`config.mk`:
```
export PLATFORM = sky130hd
export DESIGN_NAME = dsd_data_space
export DESIGN_NICKNAME = d
export VERILOG_FILES = /design/src/core/dsd_pkg.sv /design/src/core/dsd_addr_gen.sv /design/src/core/dsd_data_space.sv /design/src/core/dsd_region_dec.sv
export SDC_FILE = /design/constraint.sdc
export NUM_CORES = 2
export LEC_CHECK = 0
export ABC_AREA = 0
export ABC_CLOCK_PERIOD_IN_PS = 8300
export CAP_MARGIN = 10
export CORE_ASPECT_RATIO = 0.6
export CORE_MARGIN = 2
export CORE_UTILIZATION = 55
export DETAILED_ROUTE_END_ITERATION = 16
export DONT_BUFFER_PORTS = 1
export PLACE_DENSITY = 0.73
export SLEW_MARGIN = 10
export SYNTH_ARGS = -nofsm -noshare
export SYNTH_HDL_FRONTEND = slang
export SYNTH_HIERARCHICAL = 1
export SYNTH_MEMORY_MAX_BITS = 65536
export SYNTH_SLANG_ARGS = --single-unit
export TNS_END_PERCENT = 100
```
`constraint.sdc`:
```
create_clock -name CORE_CLK -period 8.3 [get_ports CORE_CLK]
set_input_delay 0.415 -clock CORE_CLK [delete_from_list [all_inputs] [get_ports CORE_CLK]]
set_output_delay 0.415 -clock CORE_CLK [all_outputs]
set_load 0.005 [all_outputs]
```
`src/core/dsd_pkg.sv`:
```
// Shared constants, enumerations and carrier types of the data-space decoder.
package dsd_pkg;

  // ------------------------------------------------------------
  // Data space layout
  // ------------------------------------------------------------
  localparam int ADDR_W = 16;
  localparam int DATA_W = 8;
  localparam logic [15:0] GPR_BASE = 16'h0000;
  localparam logic [15:0] IO_BASE = 16'h0020;
  localparam logic [15:0] SRAM_BASE = 16'h0060;
  localparam logic [15:0] SRAM_END = 16'h0260;
  localparam logic [15:0] USB_BASE = 16'h1F00;
  localparam logic [15:0] USB_LAST = 16'h1FFF;
  localparam int GPR_COUNT = 32;
  localparam int IO_COUNT = 64;
  localparam int SRAM_BYTES = 512;
  localparam int DISP_W = 6;

  // ------------------------------------------------------------
  // Pointer register positions in the working register file
  // ------------------------------------------------------------
  localparam logic [4:0] POINTER_A_LOW_REG = 5'h1A;
  localparam logic [4:0] POINTER_A_HIGH_REG = 5'h1B;
  localparam logic [4:0] POINTER_B_LOW_REG = 5'h1C;
  localparam logic [4:0] POINTER_B_HIGH_REG = 5'h1D;
  localparam logic [4:0] POINTER_C_LOW_REG = 5'h1E;
  localparam logic [4:0] POINTER_C_HIGH_REG = 5'h1F;
  localparam logic [7:0] GPR_RESET = 8'h00;

  // ------------------------------------------------------------
  // USB register window, byte addresses
  // ------------------------------------------------------------
  localparam logic [15:0] FUNCTION_EP2_CONTROL_ACK = 16'h1FA3;
  localparam logic [15:0] FUNCTION_EP1_CONTROL_ACK = 16'h1FA4;
  localparam logic [15:0] FUNCTION_EP0_CONTROL_ACK = 16'h1FA5;
  localparam logic [15:0] HUB_EP0_CONTROL_ACK = 16'h1FA7;
  localparam logic [15:0] HUB_PORT2_BUS_STATE = 16'h1FA9;
  localparam logic [15:0] HUB_PORT3_BUS_STATE = 16'h1FAA;
  localparam logic [15:0] HUB_PORT1_CHANGE_FLAGS = 16'h1FB0;
  localparam logic [15:0] HUB_PORT2_CHANGE_FLAGS = 16'h1FB1;
  localparam logic [15:0] HUB_PORT3_CHANGE_FLAGS = 16'h1FB2;
  localparam logic [15:0] HUB_PORT1_CONDITION = 16'h1FB8;
  localparam logic [15:0] HUB_PORT2_CONDITION = 16'h1FB9;
  localparam logic [15:0] HUB_PORT3_CONDITION = 16'h1FBA;
  localparam logic [15:0] HUB_PORT_COMMAND = 16'h1FC5;
  localparam logic [15:0] HUB_CONDITION = 16'h1FC7;
  localparam logic [15:0] FUNCTION_EP2_BYTE_COUNT = 16'h1FCB;
  localparam logic [15:0] FUNCTION_EP1_BYTE_COUNT = 16'h1FCC;
  localparam logic [15:0] FUNCTION_EP0_BYTE_COUNT = 16'h1FCD;
  localparam logic [15:0] HUB_EP0_BYTE_COUNT = 16'h1FCF;
  localparam logic [15:0] FUNCTION_EP2_FIFO_PORT = 16'h1FD3;
  localparam logic [15:0] FUNCTION_EP1_FIFO_PORT = 16'h1FD4;
  localparam logic [15:0] FUNCTION_EP0_FIFO_PORT = 16'h1FD5;
  localparam logic [15:0] HUB_EP0_FIFO_PORT = 16'h1FD7;
  localparam logic [15:0] FUNCTION_EP2_SERVICE_FLAGS = 16'h1FDB;
  localparam logic [15:0] FUNCTION_EP1_SERVICE_FLAGS = 16'h1FDC;
  localparam logic [15:0] FUNCTION_EP0_SERVICE_FLAGS = 16'h1FDD;
  localparam logic [15:0] HUB_EP0_SERVICE_FLAGS = 16'h1FDF;
  localparam logic [15:0] FUNCTION_EP2_SETUP = 16'h1FE3;
  localparam logic [15:0] FUNCTION_EP1_SETUP = 16'h1FE4;
  localparam logic [15:0] FUNCTION_EP0_SETUP = 16'h1FE5;
  localparam logic [15:0] HUB_EP0_SETUP = 16'h1FE7;
  localparam logic [15:0] FUNCTION_DEVICE_ADDRESS = 16'h1FEE;
  localparam logic [15:0] HUB_DEVICE_ADDRESS = 16'h1FEF;
  localparam logic [15:0] OVERCURRENT_DETECT = 16'h1FF2;
  localparam logic [15:0] USB_IRQ_ENABLE = 16'h1FF3;
  localparam logic [15:0] USB_IRQ_ACKNOWLEDGE = 16'h1FF5;
  localparam logic [15:0] USB_IRQ_MASK = 16'h1FF6;
  localparam logic [15:0] USB_IRQ_PENDING = 16'h1FF7;
  localparam logic [15:0] SUSPEND_RESUME_IRQ_MASK = 16'h1FF8;
  localparam logic [15:0] SUSPEND_RESUME_IRQ_ENABLE = 16'h1FF9;
  localparam logic [15:0] SUSPEND_RESUME_FLAGS = 16'h1FFA;
  localparam logic [15:0] GLOBAL_USB_CONDITION = 16'h1FFB;
  localparam logic [15:0] FRAME_COUNT_LOW = 16'h1FFC;
  localparam logic [15:0] FRAME_COUNT_HIGH = 16'h1FFD;

  // ------------------------------------------------------------
  // Enumerations and carriers
  // ------------------------------------------------------------
  typedef enum logic [4:0] {
    MODE_DIRECT = 5'h01,
    MODE_INDIRECT = 5'h02,
    MODE_DISP = 5'h04,
    MODE_PREDEC = 5'h08,
    MODE_POSTINC = 5'h10
  } dsd_mode_t;

  typedef enum logic [2:0] {
    PTR_A = 3'h1,
    PTR_B = 3'h2,
    PTR_C = 3'h4
  } dsd_ptr_t;

  typedef enum logic [4:0] {
    REG_GPR = 5'h01,
    REG_IO = 5'h02,
    REG_SRAM = 5'h04,
    REG_USB = 5'h08,
    REG_NONE = 5'h10
  } dsd_region_t;

  typedef struct packed {
    dsd_mode_t mode;
    dsd_ptr_t ptr;
    logic [5:0] disp;
    logic [15:0] addr;
    logic write;
    logic [7:0] wdata;
  } dsd_req_t;

  typedef struct packed {
    dsd_region_t region;
    logic [15:0] addr;
    logic write;
    logic [7:0] wdata;
  } dsd_acc_t;

endpackage

```
`src/core/dsd_addr_gen.sv`:
```
// Effective address and pointer update for one load/store request.
`timescale 1ns/10ps
module dsd_addr_gen (
  // Request
  input wire dsd_pkg::dsd_req_t req,
  input wire logic [15:0] ptr_val,
  // Result
  output logic [15:0] eff_addr,
  output logic ptr_upd,
  output logic [15:0] ptr_new
);

  always_comb begin
    eff_addr = ptr_val;
    ptr_upd = 1'b0;
    ptr_new = ptr_val;
    case (req.mode)
      dsd_pkg::MODE_DIRECT: begin
        eff_addr = req.addr;
      end
      dsd_pkg::MODE_DISP: begin
        // The first pointer carries no displacement; it acts as plain indirect.
        // unsigned displacement add
        if (req.ptr != dsd_pkg::PTR_A) begin
          eff_addr = ptr_val + {10'h000, req.disp};
        end
      end
      dsd_pkg::MODE_PREDEC: begin
        eff_addr = ptr_val - 16'h0001;
        ptr_upd = 1'b1;
        ptr_new = ptr_val - 16'h0001;
      end
      dsd_pkg::MODE_POSTINC: begin
        ptr_upd = 1'b1;
        ptr_new = ptr_val + 16'h0001;
      end
      default: begin
        eff_addr = ptr_val;
      end
    endcase
  end

endmodule

```
`src/core/dsd_data_space.sv`:
```
// Data-space decoder top: working registers, SRAM, I/O and USB access steering.
// Notes on behaviour
// - The lowest 608 addresses hold working registers, I/O registers and SRAM.
// - First 96 addresses are registers plus I/O; next 512 are SRAM bytes.
// - Addresses 0 to 31 read and write the working registers directly.
// - I/O register n also answers at data address n plus 0x20.
// - Five modes: direct, indirect, displacement, pre-decrement, post-increment.
// - Direct mode reaches every data address, the USB window included.
// - The top six working registers form the three 16-bit pointers.
// - Displacement adds an unsigned 0 to 63 offset to the second or third pointer.
// - Pre-decrement writes back pointer minus one; post-increment pointer plus one.
// - Every mode reaches all working registers, I/O registers and SRAM bytes.
// - Listed USB register addresses in 0x1F00 to 0x1FFF go to the USB register block; other offsets there answer unmapped.
`timescale 1ns/10ps
module dsd_data_space #(
  parameter int SRAM_DEPTH = dsd_pkg::SRAM_BYTES
) (
  // Clock and reset
  input wire logic CORE_CLK,
  input wire logic RST_B,
  // Load/store request
  input wire logic REQ_VALID,
  input wire dsd_pkg::dsd_req_t REQ,
  output logic REQ_READY,
  // Load/store answer
  output logic RSP_VALID,
  output logic [7:0] RSP_RDATA,
  output logic RSP_UNMAPPED,
  output dsd_pkg::dsd_region_t RSP_REGION,
  // I/O register port
  output logic IO_EN,
  output logic IO_WRITE,
  output logic [5:0] IO_ADDR,
  output logic [7:0] IO_WDATA,
  input wire logic [7:0] IO_RDATA,
  // USB register port
  output logic USB_EN,
  output logic USB_WRITE,
  output logic [7:0] USB_ADDR,
  output logic [7:0] USB_WDATA,
  input wire logic [7:0] USB_RDATA
);

  // ------------------------------------------------------------
  // Storage and pipeline state
  // ------------------------------------------------------------
  logic [7:0] gpr_q [dsd_pkg::GPR_COUNT];
  logic [7:0] sram_q [SRAM_DEPTH];
  dsd_pkg::dsd_acc_t acc_q;
  dsd_pkg::dsd_acc_t acc_d;
  logic acc_vld_q;
  logic ready_q;
  logic take;

  logic [4:0] ptr_lo_idx;
  logic [4:0] ptr_hi_idx;
  logic [15:0] ptr_val;
  logic [15:0] eff_addr;
  logic ptr_upd;
  logic [15:0] ptr_new;
  dsd_pkg::dsd_region_t region;

  logic [4:0] gpr_idx;
  logic [8:0] sram_idx;
  logic [15:0] sram_off;
  logic [7:0] rd_data;

  assign take = REQ_VALID && ready_q;

  // ------------------------------------------------------------
  // Pointer selection
  // ------------------------------------------------------------
  // pointer byte pairs
  always_comb begin
    case (REQ.ptr)
      dsd_pkg::PTR_B: begin
        ptr_lo_idx = dsd_pkg::POINTER_B_LOW_REG;
        ptr_hi_idx = dsd_pkg::POINTER_B_HIGH_REG;
      end
      dsd_pkg::PTR_C: begin
        ptr_lo_idx = dsd_pkg::POINTER_C_LOW_REG;
        ptr_hi_idx = dsd_pkg::POINTER_C_HIGH_REG;
      end
      default: begin
        ptr_lo_idx = dsd_pkg::POINTER_A_LOW_REG;
        ptr_hi_idx = dsd_pkg::POINTER_A_HIGH_REG;
      end
    endcase
  end

  assign ptr_val = {gpr_q[ptr_hi_idx], gpr_q[ptr_lo_idx]};

  // ------------------------------------------------------------
  // Address generation and decode
  // ------------------------------------------------------------
  // all five addressing modes
  dsd_addr_gen u_addr_gen (
    .req(REQ),
    .ptr_val(ptr_val),
    .eff_addr(eff_addr),
    .ptr_upd(ptr_upd),
    .ptr_new(ptr_new)
  );

  dsd_region_dec u_region_dec (
    .addr(eff_addr),
    .region(region)
  );

  // ------------------------------------------------------------
  // Request acceptance
  // ------------------------------------------------------------
  // One request every other cycle, so a store to a pointer byte has
  // landed before the next request reads that pointer.
  always_ff @(posedge CORE_CLK) begin
    if (!RST_B) begin
      ready_q <= 1'b0;
    end else begin
      ready_q <= !take;
    end
  end

  always_comb begin
    acc_d.region = region;
    acc_d.addr = eff_addr;
    acc_d.write = REQ.write;
    acc_d.wdata = REQ.wdata;
  end

  always_ff @(posedge CORE_CLK) begin
    if (!RST_B) begin
      acc_vld_q <= 1'b0;
      acc_q.region <= dsd_pkg::REG_NONE;
      acc_q.addr <= 16'h0000;
      acc_q.write <= 1'b0;
      acc_q.wdata <= 8'h00;
    end else begin
      acc_vld_q <= take;
      if (take) begin
        acc_q <= acc_d;
      end
    end
  end

  // ------------------------------------------------------------
  // Index arithmetic for the accepted access
  // ------------------------------------------------------------
  // working register at its own address
  assign gpr_idx = acc_q.addr[4:0];
  // SRAM byte index past the register and I/O block
  assign sram_off = acc_q.addr - dsd_pkg::SRAM_BASE;
  assign sram_idx = sram_off[8:0];

  // ------------------------------------------------------------
  // Working register file with pointer write-back
  // ------------------------------------------------------------
  // A data store lands one cycle after the pointer update, so a store
  // that targets a pointer byte overwrites the auto-updated value.
  genvar gi;
  generate
    for (gi = 0; gi < dsd_pkg::GPR_COUNT; gi++) begin : g_gpr
      always_ff @(posedge CORE_CLK) begin
        if (!RST_B) begin
          gpr_q[gi] <= dsd_pkg::GPR_RESET;
        end else if (acc_vld_q && acc_q.write && acc_q.region == dsd_pkg::REG_GPR
                     && gpr_idx == 5'(gi)) begin
          gpr_q[gi] <= acc_q.wdata;
        end else if (take && ptr_upd && ptr_lo_idx == 5'(gi)) begin
          gpr_q[gi] <= ptr_new[7:0];
        end else if (take && ptr_upd && ptr_hi_idx == 5'(gi)) begin
          gpr_q[gi] <= ptr_new[15:8];
        end
      end
    end
  endgenerate

  // ------------------------------------------------------------
  // Internal SRAM
  // ------------------------------------------------------------
  // Data storage is left unreset; software must initialise it.
  always_ff @(posedge CORE_CLK) begin
    if (acc_vld_q && acc_q.write && acc_q.region == dsd_pkg::REG_SRAM) begin
      sram_q[sram_idx] <= acc_q.wdata;
    end
  end

  // ------------------------------------------------------------
  // I/O register strobes
  // ------------------------------------------------------------
  // The strobe is raised in the cycle after acceptance and the peripheral
  // answers combinationally in that same cycle.
  always_ff @(posedge CORE_CLK) begin
    if (!RST_B) begin
      IO_EN <= 1'b0;
      IO_WRITE <= 1'b0;
      IO_ADDR <= 6'h00;
      IO_WDATA <= 8'h00;
    end else begin
      // I/O register reached through the data space
      IO_EN <= take && region == dsd_pkg::REG_IO;
      IO_WRITE <= take && region == dsd_pkg::REG_IO && REQ.write;
      if (take && region == dsd_pkg::REG_IO) begin
        IO_ADDR <= 6'(eff_addr - dsd_pkg::IO_BASE);
        IO_WDATA <= REQ.wdata;
      end
    end
  end

  // ------------------------------------------------------------
  // USB register strobes
  // ------------------------------------------------------------
  always_ff @(posedge CORE_CLK) begin
    if (!RST_B) begin
      USB_EN <= 1'b0;
      USB_WRITE <= 1'b0;
      USB_ADDR <= 8'h00;
      USB_WDATA <= 8'h00;
    end else begin
      // window goes to the USB block
      // unassigned offsets never raise the strobe
      USB_EN <= take && region == dsd_pkg::REG_USB;
      USB_WRITE <= take && region == dsd_pkg::REG_USB && REQ.write;
      if (take && region == dsd_pkg::REG_USB) begin
        USB_ADDR <= eff_addr[7:0];
        USB_WDATA <= REQ.wdata;
      end
    end
  end

  // ------------------------------------------------------------
  // Read data steering
  // ------------------------------------------------------------
  // contiguous map from address zero to 0x25F; the USB window at 0x1F00 stands apart
  always_comb begin
    rd_data = 8'h00;
    if (acc_q.region == dsd_pkg::REG_GPR) begin
      rd_data = gpr_q[gpr_idx];
    end else if (acc_q.region == dsd_pkg::REG_IO) begin
      rd_data = IO_RDATA;
    end else if (acc_q.region == dsd_pkg::REG_SRAM) begin
      rd_data = sram_q[sram_idx];
    end else if (acc_q.region == dsd_pkg::REG_USB) begin
      rd_data = USB_RDATA;
    end else begin
      rd_data = 8'h00;
    end
  end

  // ------------------------------------------------------------
  // Answer
  // ------------------------------------------------------------
  always_ff @(posedge CORE_CLK) begin
    if (!RST_B) begin
      RSP_VALID <= 1'b0;
      RSP_RDATA <= 8'h00;
      RSP_UNMAPPED <= 1'b0;
      RSP_REGION <= dsd_pkg::REG_NONE;
    end else begin
      RSP_VALID <= acc_vld_q;
      if (acc_vld_q) begin
        RSP_RDATA <= acc_q.write ? 8'h00 : rd_data;
        RSP_UNMAPPED <= acc_q.region == dsd_pkg::REG_NONE;
        RSP_REGION <= acc_q.region;
      end
    end
  end

  // Accept indicator is a register so the core sees it from a flop.
  assign REQ_READY = ready_q;

endmodule

```
`src/core/dsd_region_dec.sv`:
```
// Region decode of a data-space address, including the USB register list.
`timescale 1ns/10ps
module dsd_region_dec (
  // Address in
  input wire logic [15:0] addr,
  // Decode out
  output dsd_pkg::dsd_region_t region
);

  logic usb_known;

  always_comb begin
    case (addr)
      dsd_pkg::FUNCTION_EP2_CONTROL_ACK, dsd_pkg::FUNCTION_EP1_CONTROL_ACK,
      dsd_pkg::FUNCTION_EP0_CONTROL_ACK, dsd_pkg::HUB_EP0_CONTROL_ACK,
      dsd_pkg::HUB_PORT2_BUS_STATE, dsd_pkg::HUB_PORT3_BUS_STATE,
      dsd_pkg::HUB_PORT1_CHANGE_FLAGS, dsd_pkg::HUB_PORT2_CHANGE_FLAGS,
      dsd_pkg::HUB_PORT3_CHANGE_FLAGS, dsd_pkg::HUB_PORT1_CONDITION,
      dsd_pkg::HUB_PORT2_CONDITION, dsd_pkg::HUB_PORT3_CONDITION,
      dsd_pkg::HUB_PORT_COMMAND, dsd_pkg::HUB_CONDITION,
      dsd_pkg::FUNCTION_EP2_BYTE_COUNT, dsd_pkg::FUNCTION_EP1_BYTE_COUNT,
      dsd_pkg::FUNCTION_EP0_BYTE_COUNT, dsd_pkg::HUB_EP0_BYTE_COUNT,
      dsd_pkg::FUNCTION_EP2_FIFO_PORT, dsd_pkg::FUNCTION_EP1_FIFO_PORT,
      dsd_pkg::FUNCTION_EP0_FIFO_PORT, dsd_pkg::HUB_EP0_FIFO_PORT,
      dsd_pkg::FUNCTION_EP2_SERVICE_FLAGS, dsd_pkg::FUNCTION_EP1_SERVICE_FLAGS,
      dsd_pkg::FUNCTION_EP0_SERVICE_FLAGS, dsd_pkg::HUB_EP0_SERVICE_FLAGS,
      dsd_pkg::FUNCTION_EP2_SETUP, dsd_pkg::FUNCTION_EP1_SETUP,
      dsd_pkg::FUNCTION_EP0_SETUP, dsd_pkg::HUB_EP0_SETUP,
      dsd_pkg::FUNCTION_DEVICE_ADDRESS, dsd_pkg::HUB_DEVICE_ADDRESS,
      dsd_pkg::OVERCURRENT_DETECT, dsd_pkg::USB_IRQ_ENABLE,
      dsd_pkg::USB_IRQ_ACKNOWLEDGE, dsd_pkg::USB_IRQ_MASK,
      dsd_pkg::USB_IRQ_PENDING, dsd_pkg::SUSPEND_RESUME_IRQ_MASK,
      dsd_pkg::SUSPEND_RESUME_IRQ_ENABLE, dsd_pkg::SUSPEND_RESUME_FLAGS,
      dsd_pkg::GLOBAL_USB_CONDITION, dsd_pkg::FRAME_COUNT_LOW,
      dsd_pkg::FRAME_COUNT_HIGH: usb_known = 1'b1;
      default: usb_known = 1'b0;
    endcase
  end

  always_comb begin
    if (addr < dsd_pkg::IO_BASE) begin
      region = dsd_pkg::REG_GPR;
    end else if (addr < dsd_pkg::SRAM_BASE) begin
      region = dsd_pkg::REG_IO;
    end else if (addr < dsd_pkg::SRAM_END) begin
      region = dsd_pkg::REG_SRAM;
    end else if (addr >= dsd_pkg::USB_BASE && addr <= dsd_pkg::USB_LAST && usb_known) begin
      region = dsd_pkg::REG_USB;
    end else begin
      region = dsd_pkg::REG_NONE;
    end
  end

endmodule

```
== Word-level counts from Yosys, hierarchy flattened ==
Memory sizes are Yosys's and may differ from the RTL's. A register that Yosys moved wholly into a read port is not among the register bits.
Cells that the tools add are included.
Widths: inputs -> output; s select.
Cells by class
  add/sub/neg operators: 5
  order comparisons: 5
  eq/ne operators: 150
  mux-type cells: 501
  bitwise logic cells: 96
  reductions and logical operators: 113
Operators with widths (number)
  $mux 8: 101
  $eq 16x13->1 const B: 43
  $mux 1: 389
  $eq 5x5->1 const B: 50
  $eq 5x4->1 const B: 27
  $logic_and 1x1->1: 107
  $or 1x1->1: 96
  $eq 5x3->1 const B: 14
  $pmux 16 s3: 1
  $reduce_or 43->1: 1
  $eq 5x2->1 const B: 8
  $pmux 16 s2: 1
  $mux 5: 6
  $eq 5x1->1 const B: 5
  $add 16x1->16 const B: 1
  $add 16x6->16: 1
  $ge 16x13->1 const B: 1
  $le 16x13->1 const B: 1
  $lt 16x10->1 const B: 1
  $lt 16x6->1 const B: 1
  $lt 16x7->1 const B: 1
  $mux 16: 1
  $sub 16x1->16 const B: 1
  $logic_not 5->1: 3
  8 further kinds: 9
Word-level totals
  flip-flop bits (word level): 74
  RAM bits: 4352
  bits of input ports: 58
  output and inout bits: 50
  logic and storage cells: 890
  memories: 2
Memory list
  sram_q: words 512, width 8, rd ports 1, clocked after memory_dff 0, write ports 1, line dsd_data_space.sv:48  | logic [7:0] sram_q [SRAM_DEPTH];
  gpr_q: words 32, width 8, rd ports 3, clocked after memory_dff 1, write ports 32, line dsd_data_space.sv:47  | logic [7:0] gpr_q [dsd_pkg::GPR_COUNT];

== Depth between registers and ports, before layout ==
An unclocked memory read counts as a cell.
  depth in word-level cells: 17
  mapped depth: 25
  depth with buffers taken out: 21

== Cells and area by module ==
Netlist, hierarchy kept.
By module, submodules not included
  dsd_data_space: times used 1, cells each 8437, area an instance 172584.3 µm², sequential area each 132266.9 µm²
  dsd_addr_gen: times used 1, cells each 267, area an instance 1647.8 µm², sequential area each 0.0 µm²
  dsd_region_dec: times used 1, cells each 36, area an instance 234.0 µm², sequential area each 0.0 µm²

== Worst setup path before layout ==
No wires, ideal clock.
  path type: reg2reg
  start: register acc_q[0] (netlist bit)
  end: memory sram_q[0][0] (data pin)
  library setup time: 1.525 ns
  data arrival time: 6.589 ns
  data required time: 6.775 ns
  slack: 0.187 ns
  stages on the path, launching flop included: 1
  buffers on the path: 0
  period minus slack after synthesis: 8.113 ns
  cell sequence: dfxtp_1
RTL lines
  start, declared: line dsd_data_space.sv:49  | dsd_pkg::dsd_acc_t acc_q;
  end, declared: line dsd_data_space.sv:48
Straight into the memory's write port.

== Worst setup path in the final report ==
  start: input port REQ[31] (netlist bit)
  end: register USB_WDATA[7]
Between the ends
  word-level cells in the longest chain between the ends: 16
  elaborated cells between the ends (all ways): 68
  classes of those cells: add/sub: 2; order compare: 5; eq/ne: 47; mux: 9; reduce/logical: 4; memory: 1
Ends and longest elaborated chain
  start, declared: line dsd_data_space.sv:23  | input wire dsd_pkg::dsd_req_t REQ,
  $eq 3x3->1 / $eq 3x2->1 (equally long branches): line dsd_data_space.sv:75  | case (REQ.ptr)
  $pmux 3 s2 *: line dsd_data_space.sv:75
  $mem_v2 32x8 *
  net ptr_val[3]: line dsd_data_space.sv:57  | logic [15:0] ptr_val;
  $add 16x6->16: line dsd_addr_gen.sv:25  | eff_addr = ptr_val + {10'h000, req.disp};
  $mux 16: line dsd_addr_gen.sv:24  | if (req.ptr != dsd_pkg::PTR_A) begin
  $pmux 16 s3 *: line dsd_addr_gen.sv:17  | case (req.mode)
  net eff_addr[8]: line dsd_data_space.sv:58  | logic [15:0] eff_addr;
  (+3 left out)
  $logic_and 1x1->1: line dsd_region_dec.sv:47  | end else if (addr >= dsd_pkg::USB_BASE && addr <= dsd_pkg::USB_LAST && usb_known) begin
  $mux 5: line dsd_region_dec.sv:47
  $mux 5: line dsd_region_dec.sv:45  | end else if (addr < dsd_pkg::SRAM_END) begin
  $mux 5: line dsd_region_dec.sv:43  | end else if (addr < dsd_pkg::SRAM_BASE) begin
  $mux 5 *: line dsd_region_dec.sv:41  | if (addr < dsd_pkg::IO_BASE) begin
  net region[4]: line dsd_data_space.sv:61  | dsd_pkg::dsd_region_t region;
  $eq 5x4->1 *: line dsd_data_space.sv:223  | if (take && region == dsd_pkg::REG_USB) begin
  $logic_and 1x1->1 *: line dsd_data_space.sv:223
  end signal, assigned: line dsd_data_space.sv:225  | USB_WDATA <= REQ.wdata;
  end, declared: line dsd_data_space.sv:40  | output logic [7:0] USB_WDATA,
The timed path passes the listed nets; every way through them passes the cells marked *.
A chain may end at the register's enable or synchronous reset.

==> impl_metrics.tcl <==
set metrics [dict create \
    vias_per_cell 6.91 \
    async_flop_share_pct 0 \
    synth_most_common_cell "edfxtp_1" \
    fin_crit_sh_pct 72.0 \
    synth_common_cells "4352 x edfxtp_1, 1004 x mux4_2, 639 x nor2_1, 323 x mux2i_1, 291 x a22oi_1" \
    status "finished, violations left" \
    ys_ff_latch 4431 \
    max_slew_margin_pct -2.02 \
    syn_to_final_growth_pct 9.88 \
    min_from "RST_B" \
    die_w_um 731 \
    critPathLaunchType "input port" \
    vdd_drop_max_mv 0.224 \
    cts-root-buf "clkbuf_16" \
    register_area_um2 132000 \
    routed_wl_um 459000 \
    setup_viol 0 \
    r2r-end "RSP_RDATA[6]$_SDFFE_PN0P_" \
    post_drt_wl_per_cell_um 34.4 \
    crit_type "in2reg" \
    clk_latency_ps 930 \
    period_needed_ps 5980 \
    worst_setup_path_end_kind "flop" \
    antenna_found_initial 29 \
    fin_setup_tns_ps 0 \
    rsz0062_at_grt "no" \
    initial_utilization_pct 55.2 \
    io_buffers 0 \
    post-cts-setup-buffers 0 \
    arrival_ps 6820 \
    ys.flop_type "edfxtp_1" \
    cts_tree "yes" \
    htree_levels 5 \
    clock_path_buffers 4 \
    hold_viol 0 \
    regToRegSetupSlack_ps 2340 \
    grt_pass1_vias 87338 \
    syn-instance-count 8740 \
    fmax_mhz 167 \
    grtUsageTotal_pct 28.3 \
    yosys_warnings 6 \
    tightest_slew_ps 1530 \
    overflow 0 \
    ant_nets 0 \
    whs_path_depth 1 \
    multi_input_area_um2 39900 \
    cts_sinks 4431 \
    hold_path_class "in2reg" \
    drc 0 \
    postCtsHoldBufs 33 \
    hpwl_um 276000 \
    cp_max_fo 16 \
    die_area_um2 322000 \
    drv_cap 0 \
    dpl-instance-area_um2 180000 \
    row_count 160 \
    synth_edf_count 4352 \
    fillers 21517 \
    clock_skew_ps 51.8 \
    drtPass1Iterations 7 \
    timing.rr.start "acc_q[9]$_SDFFE_PN0P_" \
    nNetsFinal 8885 \
    final_max_slew_viol_count 48 \
    layout-drive-gt1-share_pct 20.1 \
    grt_pass1_wl_um 652000 \
    cts.repair.resized 0 \
    p_per_area_nw_per_um2 228 \
    ys_seq_area_share_pct 75.8 \
    synth_area_um2 174000 \
    cts-buffers-inserted 377 \
    core_area_um2 316000 \
    avgSynthCellArea_um2 20.0 \
    io_pins 108 \
    worstPathRequired_ps 9150 \
    p_leak_nw 57.0 \
    startpoint "REQ[31]" \
    path_clk_slew_ps 70 \
    hold_end "gpr_q[24][3]$_DFFE_PP_" \
    grt_max_degree 230 \
    synth_top_cell_area_share_pct 74.9 \
    synth_nets 8808 \
    synth_cell_types 88 \
    netlist_top_cells_area "edfxtp_1 75%, mux4_2 13%, mux2i_1 1.9%" \
    netlist.top_cell.by_area "edfxtp_1" \
    vias 92081 \
    die_h_um 440 \
    drtIter0Drc 15683 \
    reg2reg_depth 9 \
    violations "max-slew violations" \
    place_congestion 0.930 \
    finish.instance_area_um2 192000 \
]
[worst max-delay path by stage]
stage,to,slack [ps],depth (start not counted)
after floorplan,sram_q[0][0]$_DFFE_PP_,190,0
after global placement,USB_WDATA[5]$_SDFFE_PN0P_,1750,19
after detailed placement,USB_ADDR[3]$_SDFFE_PN0P_,1650,19
after CTS,RSP_RDATA[6]$_SDFFE_PN0P_,2480,9
after global routing,USB_WDATA[6]$_SDFFE_PN0P_,1950,19
final,USB_WDATA[7]$_SDFFE_PN0P_,2320,19
[cell usage in the layout, fill, tap and decap left out, types with 72 or more instances in the layout]
cell type / n
edfxtp_1: 4352
mux4_2: 1004
nor2_1: 629
clkbuf_16: 386
mux2i_1: 323
a22oi_1: 291
nand2_1: 241
and2_1: 218
buf_4: 195
a21oi_1: 154
o21ai_0: 102
a22o_1: 95
clkinv_1: 81
clkbuf_1: 77
o22ai_1: 72
[kinds of logic (layout without fill, tap and decap cells)]
group           Yosys count  in the layout  synth area share, %
other cells               0             20                    0
fa+ha+maj                10             10               0.0760
xor+xnor                 26             26                0.131
mux                    1330           1330                 14.8
simple gates           1378           1378                 3.69
buf+inv                 583            946                 1.51
flops                  4431           4431                 75.8
compound gates          982            982                 3.95
[metrics by stage]
step	utilization (%)	hold WS [ps]	cells	total power [mW]	setup WS, ps
floorplan	-	453	8740	26.2	187
global placement	56.8	471	12615	26.7	1750
detailed placement	56.8	469	12615	26.8	1650
CTS	60.6	12.6	13313	43.7	2480
global route	60.6	41.1	13320	44.7	1950
finish	60.6	54.5	13335	43.7	2320
[registers in the layout, summed over array words and instances (netlist names), named ones only]
name and cells:
acc_vld_q 1, USB_ADDR 8, gpr_q 256, IO_WDATA 8, IO_WRITE 1, RSP_REGION 5, RSP_RDATA 8, sram_q 4096
RSP_UNMAPPED 1, IO_EN 1, USB_WDATA 8, USB_EN 1, RSP_VALID 1, acc_q 23, REQ_READY 1, IO_ADDR 6
USB_WRITE 1
[critical path: stages]
cell and delay [ps]:
nor3b_2 860, mux2i_1 160, o21ai_0 830, ha_1 320, inv_1 70, o31ai_1 350
o31a_1 340, nand3_1 130, xor2_1 190, o21ai_0 570, nand4_1 160, nor2_1 160
o311ai_1 170, o41a_1 500, nor3_1 280, nand3b_1 170, nor2_1 830, nand2_1 140
a21oi_1 170
[layout make-up]
class	instances	area share, %
inverters	27	0.0542
clock inverters	202	0.921
well taps	4212	2.75
multi-input cells	3726	20.8
clock buffers	463	5.19
flip-flops and latches	4431	69.0
diodes	20	0.0261
repair buffers	254	1.21
[metal layers]
layer | part of all wire (%) | global-route usage, % | vias to the layer above | wire length, um
li1 | - | - | 36248 | -
met1 | 40 | 44.4 | 48369 | 184000
met2 | 42 | 38.0 | 6753 | 193000
met3 | 15 | 10.4 | 685 | 71100
met4 | 2.3 | 6.29 | 26 | 10400
met5 | 0.077 | 0.385 | - | 352
[power by group]
part           internal [mW]  total [mW]  switching, mW  leakage [nW]
registers               24.5        24.6         0.0845          40.3
logic                  0.581        1.75           1.17          11.1
clock network           9.40        17.4           7.99          5.70
total                   34.5        43.7           9.24          57.0
Note: power is estimated with default switching activity, not from simulation.
